**config.mk**
```make
export PLATFORM = sky130hd
export DESIGN_NAME = i2c_master_receive_sequencer
export DESIGN_NICKNAME = d
export VERILOG_FILES = /design/src/pkg/i2c_rx_pkg.sv /design/src/logic/i2c_master_receive_sequencer.sv /design/src/logic/pin_sync.sv /design/src/logic/tick_div.sv
export VERILOG_INCLUDE_DIRS = /design/src /design/src/pkg
export SDC_FILE = /design/constraint.sdc
export NUM_CORES = 1
export LEC_CHECK = 0
export ABC_AREA = 0
export BUFFER_PORTS_ARGS = -buffer_cell sky130_fd_sc_hd__buf_2
export CAP_MARGIN = 20
export CORE_MARGIN = 3
export CORE_UTILIZATION = 51
export CTS_BUF_LIST = sky130_fd_sc_hd__clkbuf_8
export CTS_CLUSTER_SIZE = 20
export DETAILED_ROUTE_END_ITERATION = 6
export PLACE_DENSITY = 0.78
export SLEW_MARGIN = 20
export SYNTH_ARGS = -nofsm -noshare
export SYNTH_HDL_FRONTEND = slang
export SYNTH_SLANG_ARGS = --single-unit
export TNS_END_PERCENT = 30
```
**constraint.sdc**
```tcl
create_clock -name aclk -period 2.4 [get_ports aclk]
set_input_delay 0.36 -clock aclk [delete_from_list [all_inputs] [get_ports aclk]]
set_output_delay 0.36 -clock aclk [all_outputs]
set_load 0.02 [all_outputs]
```
**src/pkg/i2c_rx_regs.svh**
```systemverilog
// Register offsets, field positions, reset values and timing counts
`ifndef I2C_RX_REGS_SVH
`define I2C_RX_REGS_SVH

`define CTL_OFS        8'h00
`define FLAG_OFS       8'h04
`define MASK_OFS       8'h08
`define TXB_OFS        8'h0C
`define RXB_OFS        8'h10

`define CTL_START_BIT  0
`define CTL_STOP_BIT   1
`define CTL_NACK_BIT   2
`define CTL_RESET      3'h0

`define FLG_TXE_BIT    0
`define FLG_START_BIT  1
`define FLG_STOP_BIT   2
`define FLG_RXF_BIT    3
`define FLG_NACK_BIT   4
`define FLG_BUSY_BIT   5
`define MASK_RESET     5'h00

`define RESP_OKAY      2'h0
`define RESP_SLVERR    2'h2

`define CLK_HZ         20000000
`define SCL_HZ         100000
`define QUARTER_CYC    (`CLK_HZ / (4 * `SCL_HZ))

`endif

```
**src/pkg/i2c_rx_pkg.sv**
```systemverilog
// Types shared by the receive sequencer
package i2c_rx_pkg;

    typedef enum logic [7:0] {
        ST_IDLE    = 8'h01,
        ST_START   = 8'h02,
        ST_TXWAIT  = 8'h04,
        ST_ADDR    = 8'h08,
        ST_RECV    = 8'h10,
        ST_WAIT_RD = 8'h20,
        ST_HOLD    = 8'h40,
        ST_STOP    = 8'h80
    } seq_state_t;

endpackage

```
**src/logic/i2c_master_receive_sequencer.sv**
```systemverilog
// I2C master receive sequencer with AXI4-Lite register slave
`timescale 1ns/100ps
`include "i2c_rx_regs.svh"
module i2c_master_receive_sequencer #(
    parameter int unsigned ADDR_W  = 8,
    parameter int unsigned QUARTER = `QUARTER_CYC
) (
    input  wire logic              aclk,
    input  wire logic              aresetn,
    input  wire logic [ADDR_W-1:0] awaddr,
    input  wire logic              awvalid,
    output logic                   awready,
    input  wire logic [31:0]       wdata,
    input  wire logic [3:0]        wstrb,
    input  wire logic              wvalid,
    output logic                   wready,
    output logic [1:0]             bresp,
    output logic                   bvalid,
    input  wire logic              bready,
    input  wire logic [ADDR_W-1:0] araddr,
    input  wire logic              arvalid,
    output logic                   arready,
    output logic [31:0]            rdata,
    output logic [1:0]             rresp,
    output logic                   rvalid,
    input  wire logic              rready,
    output logic                   irq,
    input  wire logic              scl_i,
    output logic                   scl_o,
    output logic                   scl_oe,
    input  wire logic              sda_i,
    output logic                   sda_o,
    output logic                   sda_oe
);
    i2c_rx_pkg::seq_state_t state_q;
    logic [1:0]        phase_q;
    logic [3:0]        bit_q;
    logic [7:0]        shift_q;
    logic [7:0]        chan_transmit_byte_reg;
    logic [7:0]        chan_receive_byte_reg;
    logic [2:0]        chan_control_reg;
    logic [4:0]        mask_q;
    logic              ack_q;
    logic              nack_sent_q;
    logic              tx_full_q;
    logic              start_seen_q;
    logic              stop_seen_q;
    logic              rx_full_q;
    logic              nack_seen_q;
    logic              ev_start_q;
    logic              ev_stop_q;
    logic              ev_rx_q;
    logic              ev_nack_q;
    logic              clr_start_q;
    logic              clr_stop_q;
    logic              clr_nack_q;
    logic              load_tx_q;
    logic              aw_held_q;
    logic              w_held_q;
    logic [ADDR_W-1:0] awaddr_q;
    logic [31:0]       wdata_q;
    logic              wlane_q;
    logic              tick;
    logic [1:0]        pins_s;

    function automatic logic [4:0] reg_sel(input logic [ADDR_W-1:0] a);
        if (a == ADDR_W'(`CTL_OFS)) reg_sel = 5'h01;
        else if (a == ADDR_W'(`FLAG_OFS)) reg_sel = 5'h02;
        else if (a == ADDR_W'(`MASK_OFS)) reg_sel = 5'h04;
        else if (a == ADDR_W'(`TXB_OFS)) reg_sel = 5'h08;
        else if (a == ADDR_W'(`RXB_OFS)) reg_sel = 5'h10;
        else reg_sel = 5'h00;
    endfunction

    tick_div #(.DIV(QUARTER)) u_tick (
        .aclk    (aclk),
        .aresetn (aresetn),
        .tick    (tick)
    );

    pin_sync #(.W(2)) u_sync (
        .aclk    (aclk),
        .aresetn (aresetn),
        .pin     ({scl_i, sda_i}),
        .level   (pins_s)
    );

    wire scl_s = pins_s[1];
    wire sda_s = pins_s[0];

    // Register bus decode
    wire [4:0] wsel    = reg_sel(awaddr_q);
    wire [4:0] rsel    = reg_sel(araddr);
    wire       wr_fire = aw_held_q & w_held_q & ~bvalid;
    wire       wr_lane = wr_fire & wlane_q;
    wire       wr_ctl  = wr_lane & wsel[0];
    wire       wr_flag = wr_lane & wsel[1];
    wire       wr_mask = wr_lane & wsel[2];
    wire       wr_txb  = wr_lane & wsel[3];
    wire       rd_fire = arvalid & arready;
    wire       rd_rxb  = rd_fire & rsel[4];
    wire       busy    = (state_q != i2c_rx_pkg::ST_IDLE);

    wire [5:0] flags = {busy, nack_seen_q, rx_full_q, stop_seen_q, start_seen_q, ~tx_full_q};
    wire [31:0] rd_word = rsel[0] ? {29'h0, chan_control_reg} :
                          rsel[1] ? {26'h0, flags} :
                          rsel[2] ? {27'h0, mask_q} :
                          rsel[3] ? {24'h0, chan_transmit_byte_reg} :
                          rsel[4] ? {24'h0, chan_receive_byte_reg} : 32'h0;

    // Sticky flags: a hardware set in the clearing cycle wins
    wire w1c_start = wr_flag & wdata_q[`FLG_START_BIT];
    wire w1c_stop  = wr_flag & wdata_q[`FLG_STOP_BIT];
    wire w1c_rx    = (wr_flag & wdata_q[`FLG_RXF_BIT]) | rd_rxb;
    wire w1c_nack  = wr_flag & wdata_q[`FLG_NACK_BIT];
    wire start_seen_d = ev_start_q | (start_seen_q & ~w1c_start);
    wire stop_seen_d  = ev_stop_q | (stop_seen_q & ~w1c_stop);
    wire rx_full_d    = ev_rx_q | (rx_full_q & ~w1c_rx);
    wire nack_seen_d  = ev_nack_q | (nack_seen_q & ~w1c_nack);
    wire tx_full_d    = wr_txb | (tx_full_q & ~load_tx_q);

    // Software write beats the hardware clear of a request bit
    wire start_req_d = wr_ctl ? wdata_q[`CTL_START_BIT] :
                       (chan_control_reg[`CTL_START_BIT] & ~clr_start_q);
    wire stop_req_d  = wr_ctl ? wdata_q[`CTL_STOP_BIT] :
                       (chan_control_reg[`CTL_STOP_BIT] & ~clr_stop_q);
    wire nack_req_d  = wr_ctl ? wdata_q[`CTL_NACK_BIT] :
                       (chan_control_reg[`CTL_NACK_BIT] & ~clr_nack_q);
    wire irq_d = |(flags[4:0] & mask_q);

    wire start_req = chan_control_reg[`CTL_START_BIT];
    wire stop_req  = chan_control_reg[`CTL_STOP_BIT];
    wire nack_req  = chan_control_reg[`CTL_NACK_BIT];
    wire last_slot = (bit_q == 4'h8);
    // Address bits drive low for zeros; receive slot drives low to acknowledge
    wire addr_drv  = last_slot ? 1'b0 : ~shift_q[7];
    wire recv_drv  = last_slot ? ~nack_req : 1'b0;
    wire bit_drv   = (state_q == i2c_rx_pkg::ST_ADDR) ? addr_drv : recv_drv;

    always_ff @(posedge aclk) begin
        if (!aresetn) begin
            chan_control_reg <= `CTL_RESET;
            mask_q           <= `MASK_RESET;
            start_seen_q     <= 1'b0;
            stop_seen_q      <= 1'b0;
            rx_full_q        <= 1'b0;
            nack_seen_q      <= 1'b0;
            tx_full_q        <= 1'b0;
            irq              <= 1'b0;
        end else begin
            chan_control_reg <= {nack_req_d, stop_req_d, start_req_d};
            mask_q           <= wr_mask ? wdata_q[4:0] : mask_q;
            start_seen_q     <= start_seen_d;
            stop_seen_q      <= stop_seen_d;
            rx_full_q        <= rx_full_d;
            nack_seen_q      <= nack_seen_d;
            tx_full_q        <= tx_full_d;
            irq              <= irq_d;
        end
    end

    always_ff @(posedge aclk) begin
        if (!aresetn) begin
            chan_transmit_byte_reg <= 8'h00;
        end else if (wr_txb) begin
            chan_transmit_byte_reg <= wdata_q[7:0];
        end
    end

    // Write channel: address and data taken in either order
    always_ff @(posedge aclk) begin
        if (!aresetn) begin
            awready   <= 1'b1;
            wready    <= 1'b1;
            aw_held_q <= 1'b0;
            w_held_q  <= 1'b0;
            awaddr_q  <= '0;
            wdata_q   <= 32'h0;
            wlane_q   <= 1'b0;
            bvalid    <= 1'b0;
            bresp     <= `RESP_OKAY;
        end else begin
            if (awvalid && awready) begin
                awaddr_q  <= awaddr;
                aw_held_q <= 1'b1;
                awready   <= 1'b0;
            end
            if (wvalid && wready) begin
                wdata_q  <= wdata;
                wlane_q  <= wstrb[0];
                w_held_q <= 1'b1;
                wready   <= 1'b0;
            end
            if (wr_fire) begin
                aw_held_q <= 1'b0;
                w_held_q  <= 1'b0;
                bvalid    <= 1'b1;
                bresp     <= (|wsel) ? `RESP_OKAY : `RESP_SLVERR;
            end
            if (bvalid && bready) begin
                bvalid  <= 1'b0;
                awready <= 1'b1;
                wready  <= 1'b1;
            end
        end
    end

    // Read channel: one outstanding read, answered the cycle after it is taken
    always_ff @(posedge aclk) begin
        if (!aresetn) begin
            arready <= 1'b1;
            rvalid  <= 1'b0;
            rdata   <= 32'h0;
            rresp   <= `RESP_OKAY;
        end else if (rd_fire) begin
            arready <= 1'b0;
            rvalid  <= 1'b1;
            rdata   <= rd_word;
            rresp   <= (|rsel) ? `RESP_OKAY : `RESP_SLVERR;
        end else if (rvalid && rready) begin
            rvalid  <= 1'b0;
            arready <= 1'b1;
        end
    end

    // Open-drain pins only ever pull low
    always_ff @(posedge aclk) begin
        if (!aresetn) begin
            scl_o <= 1'b0;
            sda_o <= 1'b0;
        end else begin
            scl_o <= 1'b0;
            sda_o <= 1'b0;
        end
    end

    // Bus sequencer; each quarter bit is one tick, phase 2 waits out stretching
    always_ff @(posedge aclk) begin
        if (!aresetn) begin
            state_q     <= i2c_rx_pkg::ST_IDLE;
            phase_q     <= 2'h0;
            bit_q       <= 4'h0;
            shift_q     <= 8'h00;
            ack_q       <= 1'b1;
            nack_sent_q <= 1'b0;
            scl_oe      <= 1'b0;
            sda_oe      <= 1'b0;
            chan_receive_byte_reg <= 8'h00;
            ev_start_q  <= 1'b0;
            ev_stop_q   <= 1'b0;
            ev_rx_q     <= 1'b0;
            ev_nack_q   <= 1'b0;
            clr_start_q <= 1'b0;
            clr_stop_q  <= 1'b0;
            clr_nack_q  <= 1'b0;
            load_tx_q   <= 1'b0;
        end else begin
            ev_start_q  <= 1'b0;
            ev_stop_q   <= 1'b0;
            ev_rx_q     <= 1'b0;
            ev_nack_q   <= 1'b0;
            clr_start_q <= 1'b0;
            clr_stop_q  <= 1'b0;
            clr_nack_q  <= 1'b0;
            load_tx_q   <= 1'b0;
            if (tick) begin
                case (state_q)
                    i2c_rx_pkg::ST_IDLE: begin
                        phase_q <= 2'h0;
                        if (start_req) begin
                            state_q <= i2c_rx_pkg::ST_START;
                        end
                    end
                    i2c_rx_pkg::ST_START: begin
                        case (phase_q)
                            2'h0: begin
                                sda_oe  <= 1'b0;
                                phase_q <= 2'h1;
                            end
                            2'h1: begin
                                scl_oe  <= 1'b0;
                                phase_q <= 2'h2;
                            end
                            2'h2: begin
                                if (scl_s) begin
                                    sda_oe  <= 1'b1;
                                    phase_q <= 2'h3;
                                end
                            end
                            default: begin
                                scl_oe      <= 1'b1;
                                ev_start_q  <= 1'b1;
                                clr_start_q <= 1'b1;
                                phase_q     <= 2'h0;
                                state_q     <= i2c_rx_pkg::ST_TXWAIT;
                            end
                        endcase
                    end
                    i2c_rx_pkg::ST_TXWAIT: begin
                        if (tx_full_q) begin
                            shift_q   <= chan_transmit_byte_reg;
                            load_tx_q <= 1'b1;
                            bit_q     <= 4'h0;
                            state_q   <= i2c_rx_pkg::ST_ADDR;
                        end
                    end
                    i2c_rx_pkg::ST_ADDR, i2c_rx_pkg::ST_RECV: begin
                        case (phase_q)
                            2'h0: begin
                                sda_oe  <= bit_drv;
                                phase_q <= 2'h1;
                                if (last_slot) begin
                                    nack_sent_q <= nack_req;
                                end
                            end
                            2'h1: begin
                                scl_oe  <= 1'b0;
                                phase_q <= 2'h2;
                            end
                            2'h2: begin
                                if (scl_s) begin
                                    phase_q <= 2'h3;
                                    if (last_slot) begin
                                        ack_q <= sda_s;
                                    end else begin
                                        shift_q <= {shift_q[6:0], sda_s};
                                    end
                                end
                            end
                            default: begin
                                scl_oe  <= 1'b1;
                                phase_q <= 2'h0;
                                if (!last_slot) begin
                                    bit_q <= bit_q + 4'h1;
                                end else if (state_q == i2c_rx_pkg::ST_ADDR) begin
                                    bit_q <= 4'h0;
                                    if (ack_q) begin
                                        ev_nack_q <= 1'b1;
                                        state_q   <= i2c_rx_pkg::ST_HOLD;
                                    end else begin
                                        state_q <= i2c_rx_pkg::ST_RECV;
                                    end
                                end else begin
                                    bit_q   <= 4'h0;
                                    ev_rx_q <= 1'b1;
                                    chan_receive_byte_reg <= shift_q;
                                    if (nack_sent_q) begin
                                        clr_nack_q <= 1'b1;
                                        state_q    <= i2c_rx_pkg::ST_HOLD;
                                    end else begin
                                        state_q <= i2c_rx_pkg::ST_WAIT_RD;
                                    end
                                end
                            end
                        endcase
                    end
                    // SCL held low until software has read the byte, giving time to request NACK
                    i2c_rx_pkg::ST_WAIT_RD: begin
                        if (stop_req) begin
                            state_q <= i2c_rx_pkg::ST_STOP;
                        end else if (!rx_full_q && !ev_rx_q) begin
                            state_q <= i2c_rx_pkg::ST_RECV;
                        end
                    end
                    i2c_rx_pkg::ST_HOLD: begin
                        if (stop_req) begin
                            state_q <= i2c_rx_pkg::ST_STOP;
                        end else if (start_req) begin
                            state_q <= i2c_rx_pkg::ST_START;
                        end
                    end
                    i2c_rx_pkg::ST_STOP: begin
                        case (phase_q)
                            2'h0: begin
                                sda_oe  <= 1'b1;
                                phase_q <= 2'h1;
                            end
                            2'h1: begin
                                scl_oe  <= 1'b0;
                                phase_q <= 2'h2;
                            end
                            2'h2: begin
                                if (scl_s) begin
                                    sda_oe  <= 1'b0;
                                    phase_q <= 2'h3;
                                end
                            end
                            default: begin
                                ev_stop_q  <= 1'b1;
                                clr_stop_q <= 1'b1;
                                phase_q    <= 2'h0;
                                state_q    <= i2c_rx_pkg::ST_IDLE;
                            end
                        endcase
                    end
                    default: begin
                        state_q <= i2c_rx_pkg::ST_IDLE;
                    end
                endcase
            end
        end
    end
endmodule

```
**src/logic/pin_sync.sv**
```systemverilog
// Three-stage synchroniser with agreement filter for bus pins
`timescale 1ns/100ps
module pin_sync #(
    parameter int unsigned W = 2
) (
    input  wire logic         aclk,
    input  wire logic         aresetn,
    input  wire logic [W-1:0] pin,
    output logic      [W-1:0] level
);
    logic [W-1:0] s1_q;
    logic [W-1:0] s2_q;
    logic [W-1:0] s3_q;
    wire  [W-1:0] agree = ~(s2_q ^ s3_q);

    // Idle bus level is high, so reset to ones
    always_ff @(posedge aclk) begin
        if (!aresetn) begin
            s1_q  <= '1;
            s2_q  <= '1;
            s3_q  <= '1;
            level <= '1;
        end else begin
            s1_q  <= pin;
            s2_q  <= s1_q;
            s3_q  <= s2_q;
            level <= (s2_q & agree) | (level & ~agree);
        end
    end
endmodule

```
**src/logic/tick_div.sv**
```systemverilog
// Divider giving a one-cycle enable every DIV clocks
`timescale 1ns/100ps
module tick_div #(
    parameter int unsigned DIV = 50
) (
    input  wire logic aclk,
    input  wire logic aresetn,
    output logic      tick
);
    localparam int unsigned CW = $clog2(DIV + 1);
    logic [CW-1:0] cnt_q;

    always_ff @(posedge aclk) begin
        if (!aresetn) begin
            cnt_q <= '0;
            tick  <= 1'b0;
        end else if (cnt_q == CW'(DIV - 1)) begin
            cnt_q <= '0;
            tick  <= 1'b1;
        end else begin
            cnt_q <= cnt_q + CW'(1);
            tick  <= 1'b0;
        end
    end
endmodule

```
Word-level counts from Yosys, hierarchy flattened
Cells that the tools add are included.
Word-level totals
  bits in registers: 137
  word-level logic and storage cells: 243
Operators by class
  add/subtract/negate cells: 2
  muxes and demuxes: 67
  equal/unequal tests: 38
  reduce and logical (&&, ||, !) cells: 41
  bitwise gates (word level): 52
Operators with widths (number)
  $mux W8: 19
  $pmux W8 S7: 1
  $mux W5: 10
  $eq A8 B4 Y1 const B: 5
  $eq A8 B3 Y1 const B: 3
  $eq A8 B5 Y1 const B: 3
  $and A1 B1 Y1: 21
  $mux W1: 20
  $ne A2 B2 Y1 const B: 9
  $not A1 Y1: 18
  $logic_not A8 Y1: 2
  $pmux W8 S2: 1
  $reduce_or A8 Y1: 2
  $reduce_or A5 Y1: 3
  $mux W7: 2
  $reduce_and A7 Y1: 2
  $mux W4: 3
  $ne A3 B2 Y1 const B: 4
  $reduce_and A3 Y1: 4
  $reduce_and A4 Y1: 3
  $reduce_and A5 Y1: 2
  $reduce_or A2 Y1: 5
  $eq A8 B1 Y1 const B: 1
  $eq A8 B2 Y1 const B: 1
  other kinds (33): 56

Depth between registers and ports, before layout
Gate-level depths: netlist of the first run.
  word-level depth: 12
  depth in mapped cells: 9

Modules after synthesis
A second synthesis of the first run with hierarchy kept.
Unflattened totals
  cells, all modules: 578
  area, all modules: 5098.6 um^2
Modules (own cells, without submodules)
  i2c_master_receive_sequencer: area an instance 4588.2 um^2, instances 1, cells each 531, seq. area each 1921.8 um^2
  tick_div: area an instance 285.3 um^2, instances 1, cells each 27, seq. area each 140.1 um^2
  pin_sync: area an instance 225.2 um^2, instances 1, cells each 20, seq. area each 160.2 um^2

Least setup slack after synthesis of the first run
No wires, ideal clock.
  path kind: flip-flop to flip-flop
  from: register state_q[1]
  to: register state_q[6]
  data required time: 2283 ps
  arrival time: 2343 ps
  path slack: -61 ps
  period minus slack after synthesis: 2461 ps
  cell stages (with the launch flop): 8
  setup time: 117 ps
  cells stage by stage: dfxtp_1 clkbuf_1 xnor2_1 nor3_1 o311ai_0 o21ai_0 or3b_2 a32o_1
On the way
  word-level cells in the longest chain between the ends: 5
  elaborated cells between the ends (all ways): 20
Ends and longest elaborated chain
  start, declared: RTL line i2c_master_receive_sequencer.sv:35  | i2c_rx_pkg::seq_state_t state_q;
  start signal, assigned: RTL line i2c_master_receive_sequencer.sv:240  | state_q <= i2c_rx_pkg::ST_IDLE;
  start signal, assigned: RTL line i2c_master_receive_sequencer.sv:271  | state_q <= i2c_rx_pkg::ST_START;
  start signal, assigned: RTL line i2c_master_receive_sequencer.sv:295  | state_q <= i2c_rx_pkg::ST_TXWAIT;
  $eq A8 B4 Y1: RTL line i2c_master_receive_sequencer.sv:267, i2c_master_receive_sequencer.sv:335
  $mux W8: RTL line i2c_master_receive_sequencer.sv:335  | end else if (state_q == i2c_rx_pkg::ST_ADDR) begin
  $mux W8: RTL line i2c_master_receive_sequencer.sv:333  | if (!last_slot) begin
  $mux W8: RTL line i2c_master_receive_sequencer.sv:308  | case (phase_q)
  $pmux W8 S7: RTL line i2c_master_receive_sequencer.sv:267  | case (state_q)
Several ways; a longest one is shown, not always the timed one. The select of a mux whose other input is x is not followed.
A chain may end at the register's enable or synchronous reset.

Worst setup path in the final report of the first run
  from: register state_q[4]
  to: register bit_q[3]
On the way
  word-level cells in the longest chain between the ends: 4
  elaborated cells between the ends (all ways): 9
Ends and longest elaborated chain
  $eq A8 B4 Y1 / $eq A8 B5 Y1 (equally long branches): RTL line i2c_master_receive_sequencer.sv:267
  $reduce_or A2 Y1: RTL line i2c_master_receive_sequencer.sv:267
  $ne A2 B2 Y1 (no line) / $reduce_bool A2 Y1 (equally long branches)
  $reduce_and A4 Y1 (no line)
  end signal, assigned: RTL line i2c_master_receive_sequencer.sv:334  | bit_q <= bit_q + 4'h1;
  end, declared: RTL line i2c_master_receive_sequencer.sv:37  | logic [3:0] bit_q;
Several ways; a longest one is shown, not always the timed one.

==> results.sh, run 1 <==
export IMPL_ys_ff_latch=111
export IMPL_dp_hpwl_mm=9.07
export IMPL_fin_cells=799
export IMPL_switchingPower_mw=0.878
export IMPL_dp_cells=783
export IMPL_die_w_um=106
export IMPL_fin_ws_ps=59.2
export IMPL_grt_pass1_wl_mm=20.3
export IMPL_p_int_mw=2.36
export IMPL_path_class="reg2reg"
export IMPL_cts_buffers=9
export IMPL_hold_buffers=0
export IMPL_worstPathMaxFanout=6
export IMPL_cts_root_buf="clkbuf_8"
export IMPL_start_util=0.540
export IMPL_critical_path_slowest_cell="or4_4"
export IMPL_synth_async_reset_ratio=0
export IMPL_p_per_area_nw_per_um2=560
export IMPL_grt_pass1_vias=4257
export IMPL_post_synth_top_area_cell="dfxtp_1"
export IMPL_final_util=0.609
export IMPL_worst_ir_drop_vdd_uv=362
export IMPL_cpMostUsedCell="or4_4"
export IMPL_diodes=0
export IMPL_p_sw_frac=0.271
export IMPL_hp_class="in2reg"
export IMPL_syn_avg_cell_area_um2=8.52
export IMPL_cts_tree="built"
export IMPL_maxCapViolCount=0
export IMPL_grt_usage=0.221
export IMPL_dieArea_um2=11300
export IMPL_wire_per_inst_um=15.3
export IMPL_critPathArrivalTime_ps=2650
export IMPL_clkLatencyLatePin_ps=380
export IMPL_num_vias=4490
export IMPL_cts_setup_buffers=0
export IMPL_hold_worst_slack_ps=165
export IMPL_final_max_slew_viol_count=0
export IMPL_rsz0062_at_grt="true"
export IMPL_yosys_cell_types_count=63
export IMPL_wirelength_mm=12.2
export IMPL_clock_sinks=111
export IMPL_drtAntennaViolNets=0
export IMPL_synthFlopType="dfxtp_1"
export IMPL_drt_iter0_markers=266
export IMPL_critical_path_required_ps=2710
export IMPL_grt_max_degree=56
export IMPL_synthTopCellsByArea="dfxtp_1, nor2_1, a21oi_1"
export IMPL_rows=35
export IMPL_syn2layout_area_growth_pct=12.6
export IMPL_yosys_top_cells_count="dfxtp_1, nor2_1, nand2_1"
export IMPL_clkPwrFrac=0.343
export IMPL_cp_start_kind="flip-flop"
export IMPL_yosys_area_top_type_share=0.433
export IMPL_maxSlewHeadroom=0.551
export IMPL_clkTransAtPathRegs_ps=110
export IMPL_grt_antenna_before_repair=0
export IMPL_ys_warnings_count=0
export IMPL_drive_above_1_share=0.170
export IMPL_pre_cts_slack_ps=13.2
export IMPL_cp_slowest_stage_delay_ps=570
export IMPL_drtPass1Iterations=4
export IMPL_worst_pin_slew_ps=668
export IMPL_comb_power_share=0.066
export IMPL_ctsHtreeMaxLevel=3
export IMPL_yosysSeqAreaShare=0.433
export IMPL_synth_edf_count=0
export IMPL_skew_ps=17.6
export IMPL_gp_congestion=0.890
export IMPL_fin_crit_sh=0.975
export IMPL_remaining_drc_errors=0
export IMPL_power_frac_seq=0.590
export IMPL_yosysMostFrequentCell="dfxtp_1"
export IMPL_path_cells="or4_4, or4_4, a21o_1, or4_1, a21oi_1"
export IMPL_status="finished clean"
export IMPL_ios=107
export IMPL_cp_end_kind="flip-flop"
export IMPL_period_minus_slack_ps=2340
export IMPL_io_buffers=51
export IMPL_overflow=0
export IMPL_hold_viol=0
export IMPL_core_area_um2=9500
export IMPL_synthCells=603
export IMPL_p_leak_nw=2.29
export IMPL_setup_violations=0
export IMPL_viasPerCell=5.62
export IMPL_clk_path_buf_depth=2
export IMPL_die_h_um=106
export IMPL_syn_area_um2=5140
export IMPL_final_nets=734
export IMPL_fmax_ghz=0.427
layout by cell type, fill, tap and decap left out, types with 6 or more instances in the layout:
cell / n
buf_2: 51
mux2i_1: 25
ha_1: 8
a31oi_1: 8
nand4_1: 7
clkbuf_8: 9
nand2b_1: 13
nand2_1: 59
inv_1: 20
buf_4: 27
nand3_1: 22
dfxtp_1: 111
a21oi_1: 54
nor3_1: 11
o21ai_0: 22
conb_1: 28
nor4_1: 6
nor2_1: 74
and3b_1: 7
repair_timing:
action,4_1_cts,5_1_grt
pin swaps,0,5
gates resized for setup,1,1
endpoints found under the hold margin,0,0
endpoints found under the setup margin,1,13
power groups by stage:
| stage | Combinational (mW) | Sequential, mW | Clock, mW |
|---|---|---|---|
| 2_1_floorplan | 0.177 | 1.95 | 0 |
| 3_3_place_gp | 0.208 | 1.95 | 0 |
| 3_5_place_dp | 0.214 | 1.95 | 0 |
| 4_1_cts | 0.215 | 1.91 | 1.13 |
| 5_1_grt | 0.240 | 1.92 | 1.21 |
| 6_report | 0.215 | 1.91 | 1.11 |
path summary, 6_finish.rpt:
path / cells after the start / slack [ps] / startpoint / endpoint
hold / removal: 2 / 160 / scl_i / u_sync.s1_q[1]
hold reg to reg: 1 / 420 / u_sync.s1_q[0] / u_sync.s2_q[0]
setup reg to reg: 5 / 60 / state_q[4] / bit_q[3]
setup / recovery: 5 / 60 / state_q[4] / bit_q[3]
stage by stage:
| step | instance area [µm²] | TNS [ps] | power, mW |
|---|---|---|---|
| global route | 5780 | -145 | 3.37 |
| detailed placement | 5580 | 0 | 2.17 |
| finish | 5780 | 0 | 3.24 |
| floorplan | 5240 | -5.51 | 2.13 |
| global placement | 5580 | 0 | 2.16 |
| CTS | 5780 | 0 | 3.26 |
worst max-delay path, delay by kind of cell (launching register included):
kind / cells / cell delay (ps)
flops: 1 / 330
compound gates: 2 / 350
simple gates: 3 / 1600
per-layer routing:
layer,share of wire,track usage,vias up
li1,-,-,2205
met1,0.46,0.297,2118
met2,0.46,0.364,151
met3,0.059,0.0364,16
met4,0.015,0.0685,0
met5,0,0,-
layout make-up:
cell class,instances,area (µm²)
Fill cell,858,3720
Multi-Input combinational cell,441,2600
Sequential cell,111,2220
Timing Repair Buffer,81,518
Tap cell,129,161
Clock buffer,9,124
Inverter,21,78.8
Clock inverter,7,75.1
kinds of logic after synthesis:
family / Yosys count / share of synthesized area
AO/OA/AOI/OAI: 137 / 0.171
flip-flops: 111 / 0.433
buffers and inverters: 78 / 0.0809
AND/OR/NAND/NOR: 236 / 0.234
XOR/XNOR: 7 / 0.0119
adder cells (fa/ha/maj): 8 / 0.0195
multiplexers: 25 / 0.0487
other: 1 / 0.000730
No activity file was read; power rests on OpenSTA's default activity.
==> run 2, diff against run 1 <==
--- a/config.mk
+++ b/config.mk
@@ -9,7 +9,6 @@
 export ABC_AREA = 0
 export BUFFER_PORTS_ARGS = -buffer_cell sky130_fd_sc_hd__buf_2
 export CAP_MARGIN = 20
-export CORE_MARGIN = 3
 export CORE_UTILIZATION = 51
 export CTS_BUF_LIST = sky130_fd_sc_hd__clkbuf_8
 export CTS_CLUSTER_SIZE = 20
==> run 2 against run 1 <==
- count of clock-buffer cells in the layout is 1 higher
- sequential power hardly changed
- sequential share of layout area is 0.32 points lower
- cell area is 0.91% higher
- utilization is 1.2 points lower
- setup slack worse by 47 ps
- clock skew hardly changed
==> results.sh, run 2 (synthesis results as in run 1) <==
export IMPL_worst_ir_drop_vdd_uv=358
export IMPL_grt_pass1_wl_mm=20.0
export IMPL_hold_buffers=0
export IMPL_fmax_ghz=0.419
export IMPL_p_per_area_nw_per_um2=557
export IMPL_syn2layout_area_growth_pct=13.6
export IMPL_path_cells="or4_4, or4_4, a211o_1, a21oi_4, buf_12, nor2_1, a311oi_1"
export IMPL_viasPerCell=5.61
export IMPL_status="finished clean"
export IMPL_core_area_um2=9770
export IMPL_worstPathMaxFanout=16
export IMPL_final_util=0.597
export IMPL_cts_tree="built"
export IMPL_rsz0062_at_grt="true"
export IMPL_grt_usage=0.247
export IMPL_hp_class="in2reg"
export IMPL_rows=36
export IMPL_dp_cells=789
export IMPL_final_nets=737
export IMPL_clkLatencyLatePin_ps=370
export IMPL_maxCapViolCount=0
export IMPL_whs_endpoint="u_sync.s1_q[0]"
export IMPL_grt_antenna_before_repair=0
export IMPL_cts_buffers=9
export IMPL_drive_above_1_share=0.181
export IMPL_diodes=0
export IMPL_worst_pin_slew_ps=641
export IMPL_remaining_drc_errors=0
export IMPL_ios=107
export IMPL_p_leak_nw=2.32
export IMPL_ctsHtreeMaxLevel=3
export IMPL_dp_hpwl_mm=9.01
export IMPL_start_util=0.525
export IMPL_r2r_start="state_q[4]"
export IMPL_maxSlewHeadroom=0.569
export IMPL_final_cell_mix="dfxtp_1, nor2_1, nand2_1, a21oi_1, buf_2"
export IMPL_drtPass1Iterations=5
export IMPL_critPathArrivalTime_ps=2670
export IMPL_final_max_slew_viol_count=0
export IMPL_fin_crit_sh=0.995
export IMPL_rrSetupSlack_ps=10
export IMPL_critical_path_slowest_cell="or4_4"
export IMPL_reg2reg_depth=7
export IMPL_hold_viol=0
export IMPL_cpMostUsedCell="or4_4"
export IMPL_clk_path_buf_depth=2
export IMPL_overflow=0
export IMPL_grt_max_degree=68
export IMPL_path_class="reg2reg"
export IMPL_wirelength_mm=12.2
export IMPL_io_buffers=51
export IMPL_num_vias=4520
export IMPL_multiInputGateArea_um2=2630
export IMPL_power_mw=3.25
export IMPL_dieArea_um2=10500
export IMPL_clock_sinks=111
export IMPL_drt_iter0_markers=306
export IMPL_hp_start="sda_i"
export IMPL_final_common_cell="dfxtp_1"
export IMPL_cp_start_kind="flip-flop"
export IMPL_grt_pass1_vias=4243
export IMPL_gp_congestion=0.926
export IMPL_cts_root_buf="clkbuf_8"
export IMPL_placed_area_um2=5600
export IMPL_whs_path_depth=2
export IMPL_rr_endpoint="shift_q[6]"
export IMPL_fillCellCount=884
export IMPL_final_area_um2=5840
export IMPL_cp_slowest_stage_delay_ps=550
export IMPL_drtAntennaViolNets=0
export IMPL_clkTransAtPathRegs_ps=100
export IMPL_setup_violations=0
export IMPL_regArea_um2=2220
export IMPL_period_minus_slack_ps=2390
export IMPL_die_w_um=102
export IMPL_wire_per_inst_um=15.1
export IMPL_skew_ps=17.8
export IMPL_die_h_um=102
export IMPL_critical_path_required_ps=2680
export IMPL_tns_ps=0
export IMPL_fin_cells=806
export IMPL_cp_end_kind="flip-flop"
-- run 2: changes by cell type in the layout (fill, tap and decap cells not counted), sizes merged --
cell    before  now
inv         25   24
clkinv       3    2
buf         81   84
bufinv       0    1
clkbuf       9   10
-- run 2: worst max-delay path by stage --
stage	from	end	slack, ps	depth (start not counted)
detailed placement	state_q[4]	bit_q[2]	-40	7
CTS	state_q[4]	bit_q[3]	-60	7
global placement	state_q[4]	bit_q[0]	8	7
finish	state_q[4]	shift_q[6]	10	7
global route	state_q[4]	shift_q[5]	-70	7
floorplan	state_q[5]	state_q[6]	-6	8
-- run 2: per-stage QoR --
stage,hold WS [ps],setup WS [ps]
after floorplan,386,-5.51
after global placement,389,8.49
after detailed placement,391,-39.3
after CTS,162,-58.8
after global routing,172,-67.4
final,173,12.7
-- run 2: routing by layer --
metal / share of wire / global-route usage / routed length, µm
met5: 0 / 0 / 0
met1: 0.47 / 0.320 / 5700
met3: 0.048 / 0.0363 / 584
met2: 0.46 / 0.406 / 5600
met4: 0.024 / 0.115 / 291
-- run 2: report_power, final --
group          switching (mW)  leakage (nW)  total [mW]  internal, mW
combinational           0.148          1.31       0.214        0.0666
clock                   0.619         0.109        1.13         0.509
sequential             0.0314         0.901        1.91          1.88
total                   0.798          2.32        3.25          2.45
-- run 2: cell type report --
type	instances	share of cell area
Clock inverter	6	0.0103
Inverter	21	0.0135
Sequential cell	111	0.381
Tap cell	133	0.0285
Timing Repair Buffer	84	0.0926
Clock buffer	10	0.0236
Multi-Input combinational cell	441	0.450
-- run 2: repair_timing --
action / CTS / global route
pin swaps: 0 / 12
resized for setup: 1 / 9
buffers inserted: 0 / 1
setup endpoints to repair: 6 / 22
gates cloned: 0 / 0
-- run 2: critical path: cells and delay by family (launching register included) --
family / cells / cell delay [ps]
and+or+nand+nor: 3 / 1110
AOI/OAI and AO/OA: 3 / 690
DFF: 1 / 340
buffers and inverters: 1 / 160
==> run 3, diff against run 2 <==
--- a/config.mk
+++ b/config.mk
@@ -9,7 +9,7 @@
 export ABC_AREA = 0
 export BUFFER_PORTS_ARGS = -buffer_cell sky130_fd_sc_hd__buf_2
 export CAP_MARGIN = 20
-export CORE_UTILIZATION = 51
+export CORE_UTILIZATION = 53
 export CTS_BUF_LIST = sky130_fd_sc_hd__clkbuf_8
 export CTS_CLUSTER_SIZE = 20
 export DETAILED_ROUTE_END_ITERATION = 6
==> constraint.sdc (replaced) <==
create_clock -name aclk -period 2.8 [get_ports aclk]
set_input_delay 0.42 -clock aclk [delete_from_list [all_inputs] [get_ports aclk]]
set_output_delay 0.42 -clock aclk [all_outputs]
set_load 0.02 [all_outputs]
==> run 3 against run 2 <==
- non-clock buffer count decreased by 14
- hold slack improved by 48 ps
- cell area decreased by 2.7%
- sequential cell count unchanged
- clock power decreased by 11%
- via count decreased by 2.0%
- die area decreased by 3.7%
- register-to-register slack improved by 240 ps
- maximum frequency decreased by 6.4%
- sequential power decreased by 14%
- routed wire length decreased by 4.0%
- sequential share of layout area increased by 1.0 points
- critical endpoint is now state_q[6]
==> results.sh, run 3 (synthesis results as in run 1) <==
export IMPL_rrSetupSlack_ps=250
export IMPL_dieArea_um2=10100
export IMPL_dp_cells=772
export IMPL_status="finished clean"
export IMPL_p_int_mw=2.09
export IMPL_rsz0062_at_grt="false"
export IMPL_rows=35
export IMPL_viasPerCell=5.62
export IMPL_io_buffers=51
export IMPL_critPathArrivalTime_ps=2830
export IMPL_switchingPower_mw=0.733
export IMPL_critical_path_required_ps=3080
export IMPL_fmax_ghz=0.392
export IMPL_cts_resized=0
export IMPL_clkPwrFrac=0.357
export IMPL_ctsHtreeMaxLevel=3
export IMPL_maxCapViolCount=0
export IMPL_gp_congestion=0.917
export IMPL_reg2reg_depth=5
export IMPL_clk_path_buf_depth=2
export IMPL_whs_path_depth=2
export IMPL_die_w_um=100
export IMPL_overflow=0
export IMPL_grt_pass1_wl_mm=19.5
export IMPL_clkTransAtPathRegs_ps=110
export IMPL_setup_violations=0
export IMPL_p_per_area_nw_per_um2=498
export IMPL_fillCellCount=849
export IMPL_cp_start_kind="flip-flop"
export IMPL_cts_setup_buffers=0
export IMPL_wire_per_inst_um=14.8
export IMPL_grt_pass1_vias=4030
export IMPL_fin_ws_ps=250
export IMPL_power_frac_seq=0.579
export IMPL_syn2layout_area_growth_pct=10.5
export IMPL_final_common_cell="dfxtp_1"
export IMPL_ios=107
export IMPL_wirelength_mm=11.7
export IMPL_drive_above_1_share=0.153
export IMPL_hold_viol=0
export IMPL_tns_ps=0
export IMPL_worst_pin_slew_ps=814
export IMPL_whs_endpoint="u_sync.s1_q[0]"
export IMPL_fin_crit_sh=0.911
export IMPL_skew_ps=19.0
export IMPL_dp_hpwl_mm=8.52
export IMPL_hp_start="sda_i"
export IMPL_fin_cells=788
export IMPL_diodes=0
export IMPL_cts_tree="built"
export IMPL_comb_power_share=0.064
export IMPL_core_area_um2=9330
export IMPL_cp_end_kind="flip-flop"
export IMPL_grt_max_degree=35
export IMPL_final_nets=723
export IMPL_p_leak_nw=2.23
export IMPL_maxSlewHeadroom=0.452
export IMPL_rr_endpoint="state_q[6]"
export IMPL_final_max_slew_viol_count=0
export IMPL_drt_iter0_markers=235
export IMPL_path_class="reg2reg"
export IMPL_clock_sinks=111
export IMPL_pre_cts_slack_ps=322
export IMPL_remaining_drc_errors=0
export IMPL_final_cell_mix="dfxtp_1, nor2_1, nand2_1, a21oi_1, buf_2"
export IMPL_drtPass1Iterations=5
export IMPL_grt_antenna_before_repair=0
export IMPL_hold_worst_slack_ps=221
export IMPL_r2r_start="state_q[1]"
export IMPL_worstPathMaxFanout=10
export IMPL_grt_usage=0.246
export IMPL_drtAntennaViolNets=0
export IMPL_start_util=0.551
export IMPL_die_h_um=100
export IMPL_hp_class="in2reg"
export IMPL_cts_root_buf="clkbuf_8"
export IMPL_p_sw_frac=0.259
export IMPL_cts_buffers=9
export IMPL_hold_buffers=0
export IMPL_period_minus_slack_ps=2550
export IMPL_num_vias=4430
export IMPL_worst_ir_drop_vdd_uv=244
export IMPL_clkLatencyLatePin_ps=390
[run 3: cell count changes in the layout (fill, tap and decap cells not counted), moves of 2 or more]
cell | before | now
buf_4 | 30 | 18
a21oi_1 | 52 | 54
a21oi_2 | 2 | 0
buf_12 | 3 | 1
inv_8 | 0 | 2
o21ai_0 | 21 | 23
[run 3: area by class of cell]
cell class / count / area, µm² / share of cell area
multi-input combinational: 441 / 2600 / 0.458
sequential: 111 / 2220 / 0.391
timing repair buffer: 70 / 410 / 0.0723
tap: 129 / 161 / 0.0284
clock buffer: 9 / 124 / 0.0218
clock inverter: 7 / 81.3 / 0.0143
inverter: 21 / 78.8 / 0.0139
[run 3: per-layer routing]
metal | up-vias | part of all wire | GRT usage
met1 | 2053 | 0.47 | 0.344
met5 | - | 0 | 0
met3 | 20 | 0.060 | 0.0439
met2 | 171 | 0.45 | 0.379
li1 | 2186 | - | -
met4 | 0 | 0.022 | 0.0936
[run 3: worst max-delay path by stage]
stage            endpoint  cells past startpoint  startpoint
6_report       state_q[6]                      5  state_q[1]
4_1_cts          bit_q[3]                      5  state_q[1]
3_5_place_dp   shift_q[6]                      7  state_q[1]
3_3_place_gp     bit_q[3]                      5  state_q[1]
5_1_grt        state_q[4]                      7  state_q[1]
2_1_floorplan  state_q[6]                      7  state_q[1]
[run 3: worst max-delay path, stage by stage (launching register included)]
cell     delay, ps
dfxtp_1        550
nor2_1         170
and4b_1        270
o21ai_0        660
or3b_2         530
a32o_1         260
[run 3: stage by stage]
step / utilization / power [mW] / cell area [µm²]
2_1_floorplan: - / 1.83 / 5240
3_3_place_gp: 0.587 / 1.85 / 5470
3_5_place_dp: 0.587 / 1.86 / 5470
4_1_cts: 0.609 / 2.84 / 5680
5_1_grt: 0.609 / 2.93 / 5680
6_report: 0.609 / 2.83 / 5680
[run 3: power groups by stage]
stage | Sequential [mW] | Combinational, mW | Clock [mW]
after global placement | 1.67 | 0.176 | 0
after floorplan | 1.67 | 0.151 | 0
after CTS | 1.64 | 0.182 | 1.02
after global routing | 1.64 | 0.203 | 1.08
final | 1.64 | 0.182 | 1.01
after detailed placement | 1.67 | 0.182 | 0
